`src/common/pwc_pkg.sv`:
```
// Purpose: Shared constants for the periodic wakeup counter.
// Assumes: 8-bit register port, 200 MHz bus clock.
// Notes: Offsets are word indices on the plain register port.
package pwc_pkg;
    localparam int ADDR_W = 2;
    localparam logic [1:0] OFS_CTRL = 2'h0;
    localparam logic [1:0] OFS_COUNT = 2'h1;
    localparam logic [1:0] OFS_MATCH = 2'h2;
    localparam int FLAG_BIT = 7;
    localparam int SRC_HI = 6;
    localparam int SRC_LO = 5;
    localparam int IE_BIT = 4;
    localparam int SEL_HI = 3;
    localparam int SEL_LO = 0;
    localparam logic [7:0] ZERO8 = 8'h00;
    localparam logic [3:0] SEL_OFF = 4'h0;
    localparam logic [1:0] SRC_LPO = 2'h0;
    localparam logic [1:0] SRC_EXT = 2'h1;
    localparam int DIV_W = 18;
    localparam logic [DIV_W-1:0] DIV_ONE = 18'h0_0001;
endpackage

```
`src/rtl/pwc_divider.sv`:
```
// Purpose: Prescaler that turns source-clock ticks into count pulses.
// Assumes: Source ticks arrive as one-cycle pulses on clk_in.
// Notes: Ratio table is selected by the low bit of the source field.
`timescale 1ns/1ps
module pwc_divider (
    input wire logic clk_in,
    input wire logic srst_in,
    input wire logic clear_in,
    input wire logic freeze_in,
    input wire logic tick_in,
    input wire logic table_in,
    input wire logic [3:0] sel_in,
    output logic pulse_out
);
    logic [pwc_pkg::DIV_W-1:0] div_r;
    logic [pwc_pkg::DIV_W-1:0] ratio;

    // Ratio lookup; a select of zero means off and is never used as a ratio.
    function automatic logic [pwc_pkg::DIV_W-1:0] ratio_of(input logic tbl, input logic [3:0] sel);
        logic [pwc_pkg::DIV_W-1:0] r;
        r = pwc_pkg::DIV_ONE;
        if (!tbl) begin
            case (sel)
                4'h1: r = 18'h0_0008;
                4'h2: r = 18'h0_0020;
                4'h3: r = 18'h0_0040;
                4'h4: r = 18'h0_0080;
                4'h5: r = 18'h0_0100;
                4'h6: r = 18'h0_0200;
                4'h7: r = 18'h0_0400;
                4'h8: r = 18'h0_0001;
                4'h9: r = 18'h0_0002;
                4'hA: r = 18'h0_0004;
                4'hB: r = 18'h0_000A;
                4'hC: r = 18'h0_0010;
                4'hD: r = 18'h0_0064;
                4'hE: r = 18'h0_01F4;
                4'hF: r = 18'h0_03E8;
                default: r = pwc_pkg::DIV_ONE;
            endcase
        end else begin
            case (sel)
                4'h1: r = 18'h0_0400;
                4'h2: r = 18'h0_0800;
                4'h3: r = 18'h0_1000;
                4'h4: r = 18'h0_2000;
                4'h5: r = 18'h0_4000;
                4'h6: r = 18'h0_8000;
                4'h7: r = 18'h1_0000;
                4'h8: r = 18'h0_03E8;
                4'h9: r = 18'h0_07D0;
                4'hA: r = 18'h0_1388;
                4'hB: r = 18'h0_2710;
                4'hC: r = 18'h0_4E20;
                4'hD: r = 18'h0_C350;
                4'hE: r = 18'h1_86A0;
                4'hF: r = 18'h3_0D40;
                default: r = pwc_pkg::DIV_ONE;
            endcase
        end
        return r;
    endfunction

    assign ratio = ratio_of(table_in, sel_in);

    // Divider counts source ticks; the last tick of a period emits one pulse.
    always_ff @(posedge clk_in) begin
        if (srst_in || clear_in || sel_in == pwc_pkg::SEL_OFF) begin
            div_r <= '0;
            pulse_out <= 1'b0;
        end else if (tick_in && !freeze_in) begin
            if (div_r == ratio - pwc_pkg::DIV_ONE) begin
                div_r <= '0;
                pulse_out <= 1'b1;
            end else begin
                div_r <= div_r + pwc_pkg::DIV_ONE;
                pulse_out <= 1'b0;
            end
        end else begin
            pulse_out <= 1'b0;
        end
    end
endmodule // pwc_divider

```
`src/rtl/pwc_top.sv`:
```
// Purpose: Periodic wakeup counter: 8-bit modulo counter with prescaler and match event.
// Assumes: Source clocks arrive as level signals from outside this clock domain.
// Notes: Each source is synchronised and edge-detected, so it must be well below 100 MHz.
`timescale 1ns/1ps
// Behaviour
// - 8-bit counter steps on prescaler pulses.
// - At match, wrap to zero and set flag.
// - Match limit zero flags every pulse.
// - Writing one clears flag; zero ignored.
// - Request high when enable and flag set.
// - Source field chooses prescaler input clock.
// - Changed source clears divider and counter.
// - Changed select clears divider and counter.
// - Any match write clears divider and counter.
// - Select picks ratio; zero stops prescaler.
// - Table for source low bit zero.
// - Count readable; writes to it ignored.
// - Reset clears all fields and registers.
// - Keeps running in wait; wakes processor.
// - Runs in stop modes per source availability.
// - Debug mode freezes count, later resumes.
// - Flag sets on match-to-zero transition.
// - Stopped after reset; slow oscillator default.
module pwc_top (
    input wire logic clk_in,
    input wire logic srst_in,
    input wire logic [pwc_pkg::ADDR_W-1:0] addr_in,
    input wire logic [7:0] wdata_in,
    input wire logic wr_in,
    input wire logic rd_in,
    output logic [7:0] rdata_out,
    input wire logic low_power_osc_1khz_in,
    input wire logic external_ref_clock_in,
    input wire logic internal_ref_clock_in,
    input wire logic debug_halt_in,
    output logic irq_out
);
    logic periodic_event_flag_r;
    logic [1:0] tick_source_select_r;
    logic periodic_irq_enable_r;
    logic [3:0] divider_select_r;
    logic [7:0] tick_count_r;
    logic [7:0] match_limit_r;
    logic [2:0] sync1_r;
    logic [2:0] sync2_r;
    logic [2:0] prev_r;
    logic halt1_r;
    logic halt_r;
    logic src_tick;
    logic pulse;
    logic restart;
    logic wr_ctrl;
    logic wr_match;
    logic flag_set;
    logic flag_clr;

    assign wr_ctrl = wr_in && addr_in == pwc_pkg::OFS_CTRL;
    assign wr_match = wr_in && addr_in == pwc_pkg::OFS_MATCH;

    // A new source or ratio, or any match write, restarts the chain from zero.
    assign restart = (wr_ctrl && wdata_in[pwc_pkg::SRC_HI:pwc_pkg::SRC_LO] != tick_source_select_r)
        || (wr_ctrl && wdata_in[pwc_pkg::SEL_HI:pwc_pkg::SEL_LO] != divider_select_r)
        || wr_match;

    // Two-stage synchronisers for the three source clocks and the debug halt level.
    genvar gi;
    generate
        for (gi = 0; gi < 3; gi++) begin : g_sync
            always_ff @(posedge clk_in) begin
                if (srst_in) begin
                    sync1_r[gi] <= 1'b0;
                    sync2_r[gi] <= 1'b0;
                    prev_r[gi] <= 1'b0;
                end else begin
                    sync1_r[gi] <= (gi == 0) ? low_power_osc_1khz_in :
                                   (gi == 1) ? external_ref_clock_in : internal_ref_clock_in;
                    sync2_r[gi] <= sync1_r[gi];
                    prev_r[gi] <= sync2_r[gi];
                end
            end
        end
    endgenerate

    always_ff @(posedge clk_in) begin
        if (srst_in) begin
            halt1_r <= 1'b0;
            halt_r <= 1'b0;
        end else begin
            halt1_r <= debug_halt_in;
            halt_r <= halt1_r;
        end
    end

    // Source mux on synchronised rising edges; codes 1x both pick the internal clock.
    always_comb begin
        case (tick_source_select_r)
            pwc_pkg::SRC_LPO: src_tick = sync2_r[0] && !prev_r[0];
            pwc_pkg::SRC_EXT: src_tick = sync2_r[1] && !prev_r[1];
            default: src_tick = sync2_r[2] && !prev_r[2];
        endcase
    end

    // Wait and stop modes do not gate this block: it runs while its source toggles.
    pwc_divider u_div (
        .clk_in(clk_in),
        .srst_in(srst_in),
        .clear_in(restart),
        .freeze_in(halt_r),
        .tick_in(src_tick),
        .table_in(tick_source_select_r[0]),
        .sel_in(divider_select_r),
        .pulse_out(pulse)
    );

    // Control fields; reset selects the slow oscillator and an off prescaler.
    always_ff @(posedge clk_in) begin
        if (srst_in) begin
            tick_source_select_r <= pwc_pkg::SRC_LPO;
            periodic_irq_enable_r <= 1'b0;
            divider_select_r <= pwc_pkg::SEL_OFF;
        end else if (wr_ctrl) begin
            tick_source_select_r <= wdata_in[pwc_pkg::SRC_HI:pwc_pkg::SRC_LO];
            periodic_irq_enable_r <= wdata_in[pwc_pkg::IE_BIT];
            divider_select_r <= wdata_in[pwc_pkg::SEL_HI:pwc_pkg::SEL_LO];
        end
    end

    always_ff @(posedge clk_in) begin
        if (srst_in) begin
            match_limit_r <= pwc_pkg::ZERO8;
        end else if (wr_match) begin
            match_limit_r <= wdata_in;
        end
    end

    // Counter steps on each pulse, wrapping to zero after the match value.
    assign flag_set = pulse && !restart && tick_count_r == match_limit_r;
    always_ff @(posedge clk_in) begin
        if (srst_in || restart) begin
            tick_count_r <= pwc_pkg::ZERO8;
        end else if (pulse) begin
            if (tick_count_r == match_limit_r) begin
                tick_count_r <= pwc_pkg::ZERO8;
            end else begin
                tick_count_r <= tick_count_r + 8'h01;
            end
        end
    end

    // Flag clear is write-one; a simultaneous set wins so no event is dropped.
    assign flag_clr = wr_ctrl && wdata_in[pwc_pkg::FLAG_BIT];
    always_ff @(posedge clk_in) begin
        if (srst_in) begin
            periodic_event_flag_r <= 1'b0;
        end else if (flag_set) begin
            periodic_event_flag_r <= 1'b1;
        end else if (flag_clr) begin
            periodic_event_flag_r <= 1'b0;
        end
    end

    // Request is registered from the next flag and enable, so it changes on the same edge as them.
    always_ff @(posedge clk_in) begin
        if (srst_in) begin
            irq_out <= 1'b0;
        end else begin
            irq_out <= (periodic_event_flag_r || flag_set) && !(flag_clr && !flag_set)
                       && (wr_ctrl ? wdata_in[pwc_pkg::IE_BIT] : periodic_irq_enable_r);
        end
    end

    // Read data valid only in the cycle after the read strobe; count is read-only.
    always_ff @(posedge clk_in) begin
        if (srst_in || !rd_in) begin
            rdata_out <= pwc_pkg::ZERO8;
        end else begin
            case (addr_in)
                pwc_pkg::OFS_CTRL: rdata_out <= {periodic_event_flag_r, tick_source_select_r,
                                                periodic_irq_enable_r, divider_select_r};
                pwc_pkg::OFS_COUNT: rdata_out <= tick_count_r;
                pwc_pkg::OFS_MATCH: rdata_out <= match_limit_r;
                default: rdata_out <= pwc_pkg::ZERO8;
            endcase
        end
    end

    // Request and counter checks; the request is a pure function of the stored flag and enable.
    irq_follow_a: assert property (@(posedge clk_in) disable iff (srst_in)
        irq_out == (periodic_event_flag_r && periodic_irq_enable_r))
        else $error("irq does not follow flag and enable");
    irq_clear_a: assert property (@(posedge clk_in) disable iff (srst_in)
        flag_clr && !flag_set |=> !irq_out)
        else $error("irq stayed up after flag clear");
    flag_wrap_a: assert property (@(posedge clk_in) disable iff (srst_in)
        pulse && !restart && tick_count_r == match_limit_r |=> periodic_event_flag_r && tick_count_r == 8'h00)
        else $error("match did not wrap and flag");
    count_step_a: assert property (@(posedge clk_in) disable iff (srst_in)
        pulse && !restart && tick_count_r != match_limit_r |=> tick_count_r == $past(tick_count_r) + 8'h01)
        else $error("count did not step");
    count_hold_a: assert property (@(posedge clk_in) disable iff (srst_in)
        !pulse && !restart |=> $stable(tick_count_r))
        else $error("count moved without pulse");
    match_clear_a: assert property (@(posedge clk_in) disable iff (srst_in)
        wr_match |=> tick_count_r == 8'h00 && !pulse)
        else $error("match write did not clear");
    src_clear_a: assert property (@(posedge clk_in) disable iff (srst_in)
        wr_ctrl && wdata_in[pwc_pkg::SRC_HI:pwc_pkg::SRC_LO] != tick_source_select_r |=> tick_count_r == 8'h00)
        else $error("source change did not clear");
    sel_clear_a: assert property (@(posedge clk_in) disable iff (srst_in)
        wr_ctrl && wdata_in[pwc_pkg::SEL_HI:pwc_pkg::SEL_LO] != divider_select_r |=> tick_count_r == 8'h00)
        else $error("select change did not clear");
    flag_clear_a: assert property (@(posedge clk_in) disable iff (srst_in)
        flag_clr && !flag_set |=> !periodic_event_flag_r)
        else $error("write one did not clear flag");
    set_wins_a: assert property (@(posedge clk_in) disable iff (srst_in)
        flag_set && flag_clr |=> periodic_event_flag_r)
        else $error("clear beat a set");
    off_stop_a: assert property (@(posedge clk_in) disable iff (srst_in)
        divider_select_r == pwc_pkg::SEL_OFF |-> !pulse)
        else $error("pulse while prescaler off");
    halt_freeze_a: assert property (@(posedge clk_in) disable iff (srst_in)
        halt_r && $past(halt_r) && !restart |=> $stable(tick_count_r))
        else $error("count moved in debug halt");

    // A halted prescaler must not emit a pulse on the next edge either.
    halt_pulse_a: assert property (@(posedge clk_in) disable iff (srst_in)
        halt_r |=> !pulse)
        else $error("pulse during debug halt");
    // The count can never pass the limit, because every limit write restarts it.
    count_bound_a: assert property (@(posedge clk_in) disable iff (srst_in)
        tick_count_r <= match_limit_r)
        else $error("count above match limit");
    zero_match_a: assert property (@(posedge clk_in) disable iff (srst_in)
        pulse && !restart && match_limit_r == pwc_pkg::ZERO8 |=> periodic_event_flag_r)
        else $error("zero limit pulse did not flag");
    // The flag only rises on the edge that takes the count from the limit to zero.
    flag_rise_a: assert property (@(posedge clk_in) disable iff (srst_in)
        $rose(periodic_event_flag_r) |-> $past(pulse && tick_count_r == match_limit_r))
        else $error("flag rose without a wrap");
    flag_hold_a: assert property (@(posedge clk_in) disable iff (srst_in)
        !flag_set && !flag_clr |=> $stable(periodic_event_flag_r))
        else $error("flag moved without set or clear");
    src_hold_a: assert property (@(posedge clk_in) disable iff (srst_in)
        !wr_ctrl |=> $stable(tick_source_select_r))
        else $error("source field moved without write");
    match_hold_a: assert property (@(posedge clk_in) disable iff (srst_in)
        !wr_match |=> $stable(match_limit_r))
        else $error("match limit moved without write");
    // Reset is checked without the disable so that its own effect is watched.
    reset_clear_a: assert property (@(posedge clk_in)
        srst_in |=> tick_count_r == pwc_pkg::ZERO8 && match_limit_r == pwc_pkg::ZERO8
        && !periodic_event_flag_r && !periodic_irq_enable_r && !irq_out
        && divider_select_r == pwc_pkg::SEL_OFF && tick_source_select_r == pwc_pkg::SRC_LPO)
        else $error("reset left state behind");
    // Read port: data stands for one cycle only and carries the sampled register.
    rdata_idle_a: assert property (@(posedge clk_in) disable iff (srst_in)
        !rd_in |=> rdata_out == pwc_pkg::ZERO8)
        else $error("read data without read strobe");
    count_read_a: assert property (@(posedge clk_in) disable iff (srst_in)
        rd_in && addr_in == pwc_pkg::OFS_COUNT |=> rdata_out == $past(tick_count_r))
        else $error("count read wrong");
    match_read_a: assert property (@(posedge clk_in) disable iff (srst_in)
        rd_in && addr_in == pwc_pkg::OFS_MATCH |=> rdata_out == $past(match_limit_r))
        else $error("match limit read wrong");
    flag_read_a: assert property (@(posedge clk_in) disable iff (srst_in)
        rd_in && addr_in == pwc_pkg::OFS_CTRL |=> rdata_out[pwc_pkg::FLAG_BIT] == $past(periodic_event_flag_r))
        else $error("flag read wrong");
endmodule // pwc_top

```
`config.mk`:
```
export PLATFORM = sky130hd
export DESIGN_NAME = pwc_top
export DESIGN_NICKNAME = d
export VERILOG_FILES = /design/src/common/pwc_pkg.sv /design/src/rtl/pwc_divider.sv /design/src/rtl/pwc_top.sv
export SDC_FILE = /design/constraint.sdc
export NUM_CORES = 1
export LEC_CHECK = 0
export BUFFER_PORTS_ARGS = -buffer_cell sky130_fd_sc_hd__buf_4
export CAP_MARGIN = 20
export CORE_ASPECT_RATIO = 0.6
export CORE_MARGIN = 2
export CORE_UTILIZATION = 61
export CTS_CLUSTER_DIAMETER = 100
export DETAILED_ROUTE_END_ITERATION = 8
export PLACE_DENSITY = 0.83
export SETUP_SLACK_MARGIN = 0.05
export SKIP_LAST_GASP = 1
export SYNTH_ARGS = -nofsm -noshare
export SYNTH_HDL_FRONTEND = slang
export SYNTH_SLANG_ARGS = --single-unit
```
`constraint.sdc`:
```
create_clock -name clk_in -period 4.2 [get_ports clk_in]
set_input_delay 0.63 -clock clk_in [delete_from_list [all_inputs] [get_ports clk_in]]
set_output_delay 0.63 -clock clk_in [all_outputs]
set_load 0.1 [all_outputs]
```
==> results.py <==
metrics = {
    "die": {
        "rows": 25,
        "fp.dieH_um": 73.8,
        "core_um2": 7880,
        "die_w_um": 120,
        "io_pins": 27,
        "dieArea_um2": 8880,
        "start_util_pct": 62.8,
    },
    "sta": {
        "period_share_pct": 86.6,
        "setup_ws_ns": 0.564,
        "hold_violations": 0,
        "rsz0062_at_grt": "false",
        "maxSlewHeadroom_pct": 49.3,
        "max_clock_freq_mhz": 275,
        "tns_ns": 0,
        "fin_skew_ns": 0.00508,
        "slew_violations": 0,
        "tightest_slew_ns": 0.751,
        "period_needed_ns": 3.64,
        "setup_viol": 0,
    },
    "job": {
        "cap_violations": 0,
    },
    "routing": {
        "firstDrtPassIters": 6,
        "vias": 4448,
        "drt.antenna.violating_nets": 0,
        "dr.first_iter.drc_count": 717,
        "viasPerCell": 6.38,
        "drt_wl_total_mm": 13.2,
        "drc": 0,
        "wl_per_cell_um": 18.9,
    },
    "finish": {
        "drive_gt1_share_pct": 11.9,
        "syn_to_final_growth_pct": 9.70,
        "final_util_pct": 68.9,
        "fillers": 633,
        "multiInputGateArea_um2": 2940,
        "final_nets": 611,
        "seqCellArea_um2": 1800,
        "insertedDiodeCount": 0,
        "postLayoutCellArea_um2": 5430,
        "fin_cells": 697,
    },
    "hold_path": {
        "hold_start": "sync1_r[0]",
        "min_to": "sync2_r[0]",
        "whs_path_depth": 1,
        "hold_class": "flop to flop",
    },
    "synth": {
        "yosysWarningCount": 0,
        "yosys.area_share.simple_pct": 24.7,
        "yosys.area.top_type": "dfxtp_1",
        "yosysSeqAreaShare_pct": 36.4,
        "synth-seq-cells": 90,
        "synth_top_area_share_pct": 36.4,
        "syn_inst": 576,
        "synth-async-reset-ratio_pct": 0,
        "yosys-top-cells-count": "dfxtp_1 (90), nor2_1 (56), nand2_1 (48)",
        "synth.most_common_cell": "dfxtp_1",
        "synth_area_um2": 4950,
        "synthXorXnorAreaFrac_pct": 10.1,
        "synth_fa_ha_area_share_pct": 2.27,
        "synthesis.nets": 603,
        "synth_edf_count": 0,
        "netlist_top_cells_area": "dfxtp_1 (36%), xnor2_1 (6.7%), mux2i_1 (4.8%)",
        "syn_area_per_cell_um2": 8.60,
        "yosysUniqueCellTypes": 68,
        "synth.area.mux_share_pct": 5.30,
        "synth_compound_area_share_pct": 17.1,
        "ys.flop_type": "dfxtp_1",
        "synth_top_family_by_area": "simple AND/OR/NAND/NOR gates",
    },
    "global_routing": {
        "grt_max_degree": 38,
        "grt_pass1_wl_mm": 21.2,
        "grt_pass1_vias": 3993,
        "grt_overflow": 0,
        "grt.total_usage_pct": 31.2,
        "antenna_found_initial": 0,
    },
    "worst_setup_path": {
        "worst-path-max-fanout": 37,
        "crit_path_end_kind": "flop",
        "criticalPathCategory": "flop to flop",
        "crit_path_frequent_cell": "buf_4",
        "reg2regPathDepth": 9,
        "r2r_end": "u_div.div_r[3]",
        "worst-endpoint-arrival_ns": 3.83,
        "slowest_stage": "nor4b_1",
        "critPathRequiredTime_ns": 4.40,
        "r2r_setup_slack_ns": 0.56,
        "r2r_start": "tick_source_select_r[0]",
        "max_stage_delay_ns": 0.66,
        "path_cells": "buf_4 > nor4b_1 > nor2_1 > o31a_1 > o31ai_1 > and3_1 > and4_1 > buf_4 > a211oi_1",
        "startpoint_type": "flop",
    },
    "place": {
        "dpl_cell_area_um2": 5150,
        "routabilityCongestion": 0.995,
        "dp_cells": 681,
        "port_buffers": 26,
        "pre_cts_slack_ns": 0.628,
        "hpwlAfterDp_mm": 9.63,
    },
    "clock_tree": {
        "postCtsHoldBufs": 0,
        "path_clk_slew_ns": 0.06,
        "post_cts_buffers": 0,
        "cts_buffer_depth": 2,
        "worstSkewPairLatency_ns": 0.34,
        "cts_resized": 0,
        "cts_made_buffers": 9,
        "clock_sinks": 90,
        "clockRootBuffer": "clkbuf_16",
        "tritoncts": "yes",
        "h-tree-depth": 3,
    },
    "power_and_ir_drop": {
        "ir_worst_vdd_v": 0.000310,
        "power.density_nw_per_um2": 343,
        "leakagePower_nw": 1.93,
    },
    "outcome": {
        "outcome": "complete, no violations",
    },
}
==> cell usage in the layout (no fill, tap or decap), types with 10 or more instances in the layout <==
| cell | count |
|---|---|
| o21ai_0 | 19 |
| nor3_1 | 13 |
| a211oi_1 | 11 |
| nand3_1 | 22 |
| mux2i_1 | 24 |
| xnor2_1 | 38 |
| nand2_1 | 48 |
| nor2_1 | 56 |
| and3_1 | 14 |
| a21oi_1 | 31 |
| buf_4 | 32 |
| dfxtp_1 | 89 |
| xor2_1 | 19 |
| nor2b_1 | 19 |
| nor4_1 | 10 |
==> per-layer routing <==
metal  vias to the layer above  GRT usage (%)  routed length (µm)
met2                       279           41.1                4980
met4                         0           9.17                 188
met1                      2066           47.9                6450
li1                       2082              -                   -
met5                         -              0                   0
met3                        21           9.16                1560
==> area by class of cell <==
class,count,area share (%)
multi-input combinational,442,54.1
sequential,90,33.2
clock buffer,11,4.47
timing repair buffer,32,4.42
tap,108,2.49
clock inverter,5,0.691
inverter,9,0.622
==> worst max path at each step <==
stage                                  from         endpoint  slack (ns)  cells past startpoint
detailed placement  tick_source_select_r[0]   u_div.div_r[2]        0.63                      9
CTS                 tick_source_select_r[0]   u_div.div_r[2]        0.64                      9
finish              tick_source_select_r[0]   u_div.div_r[3]        0.56                      9
global route        tick_source_select_r[0]   u_div.div_r[3]        0.30                      9
global placement    tick_source_select_r[0]  u_div.div_r[15]        0.82                      9
floorplan           tick_source_select_r[0]  u_div.div_r[10]        1.15                     14
==> logic make-up after synthesis <==
logic type	count (synthesis)
simple gates	231
compound gates	119
flops	90
xor+xnor	57
buf+inv	44
mux	26
fa+ha+maj	9
==> worst max-delay path, delay by kind of cell, from the launching register on <==
family	cells	cell delay, ns
and+or+nand+nor	4	1.29
AOI/OAI and AO/OA	3	0.85
buffers and inverters	2	0.72
DFF	1	0.62
==> power by group <==
| part | total [W] | switching, W | internal, W |
|---|---|---|---|
| Combinational | 0.000226 | 0.000137 | 0.0000885 |
| Clock | 0.000750 | 0.000330 | 0.000420 |
| Sequential | 0.000890 | 0.0000202 | 0.000870 |
| Total | 0.00187 | 0.000487 | 0.00138 |
==> per-stage QoR <==
step,total power [W],hold slack [ns]
after floorplan,0.00107,0.414
after global placement,0.00112,0.429
after detailed placement,0.00113,0.422
after CTS,0.00187,0.459
after global routing,0.00193,0.472
final,0.00187,0.459
Note: power is estimated with default switching activity, not from simulation.
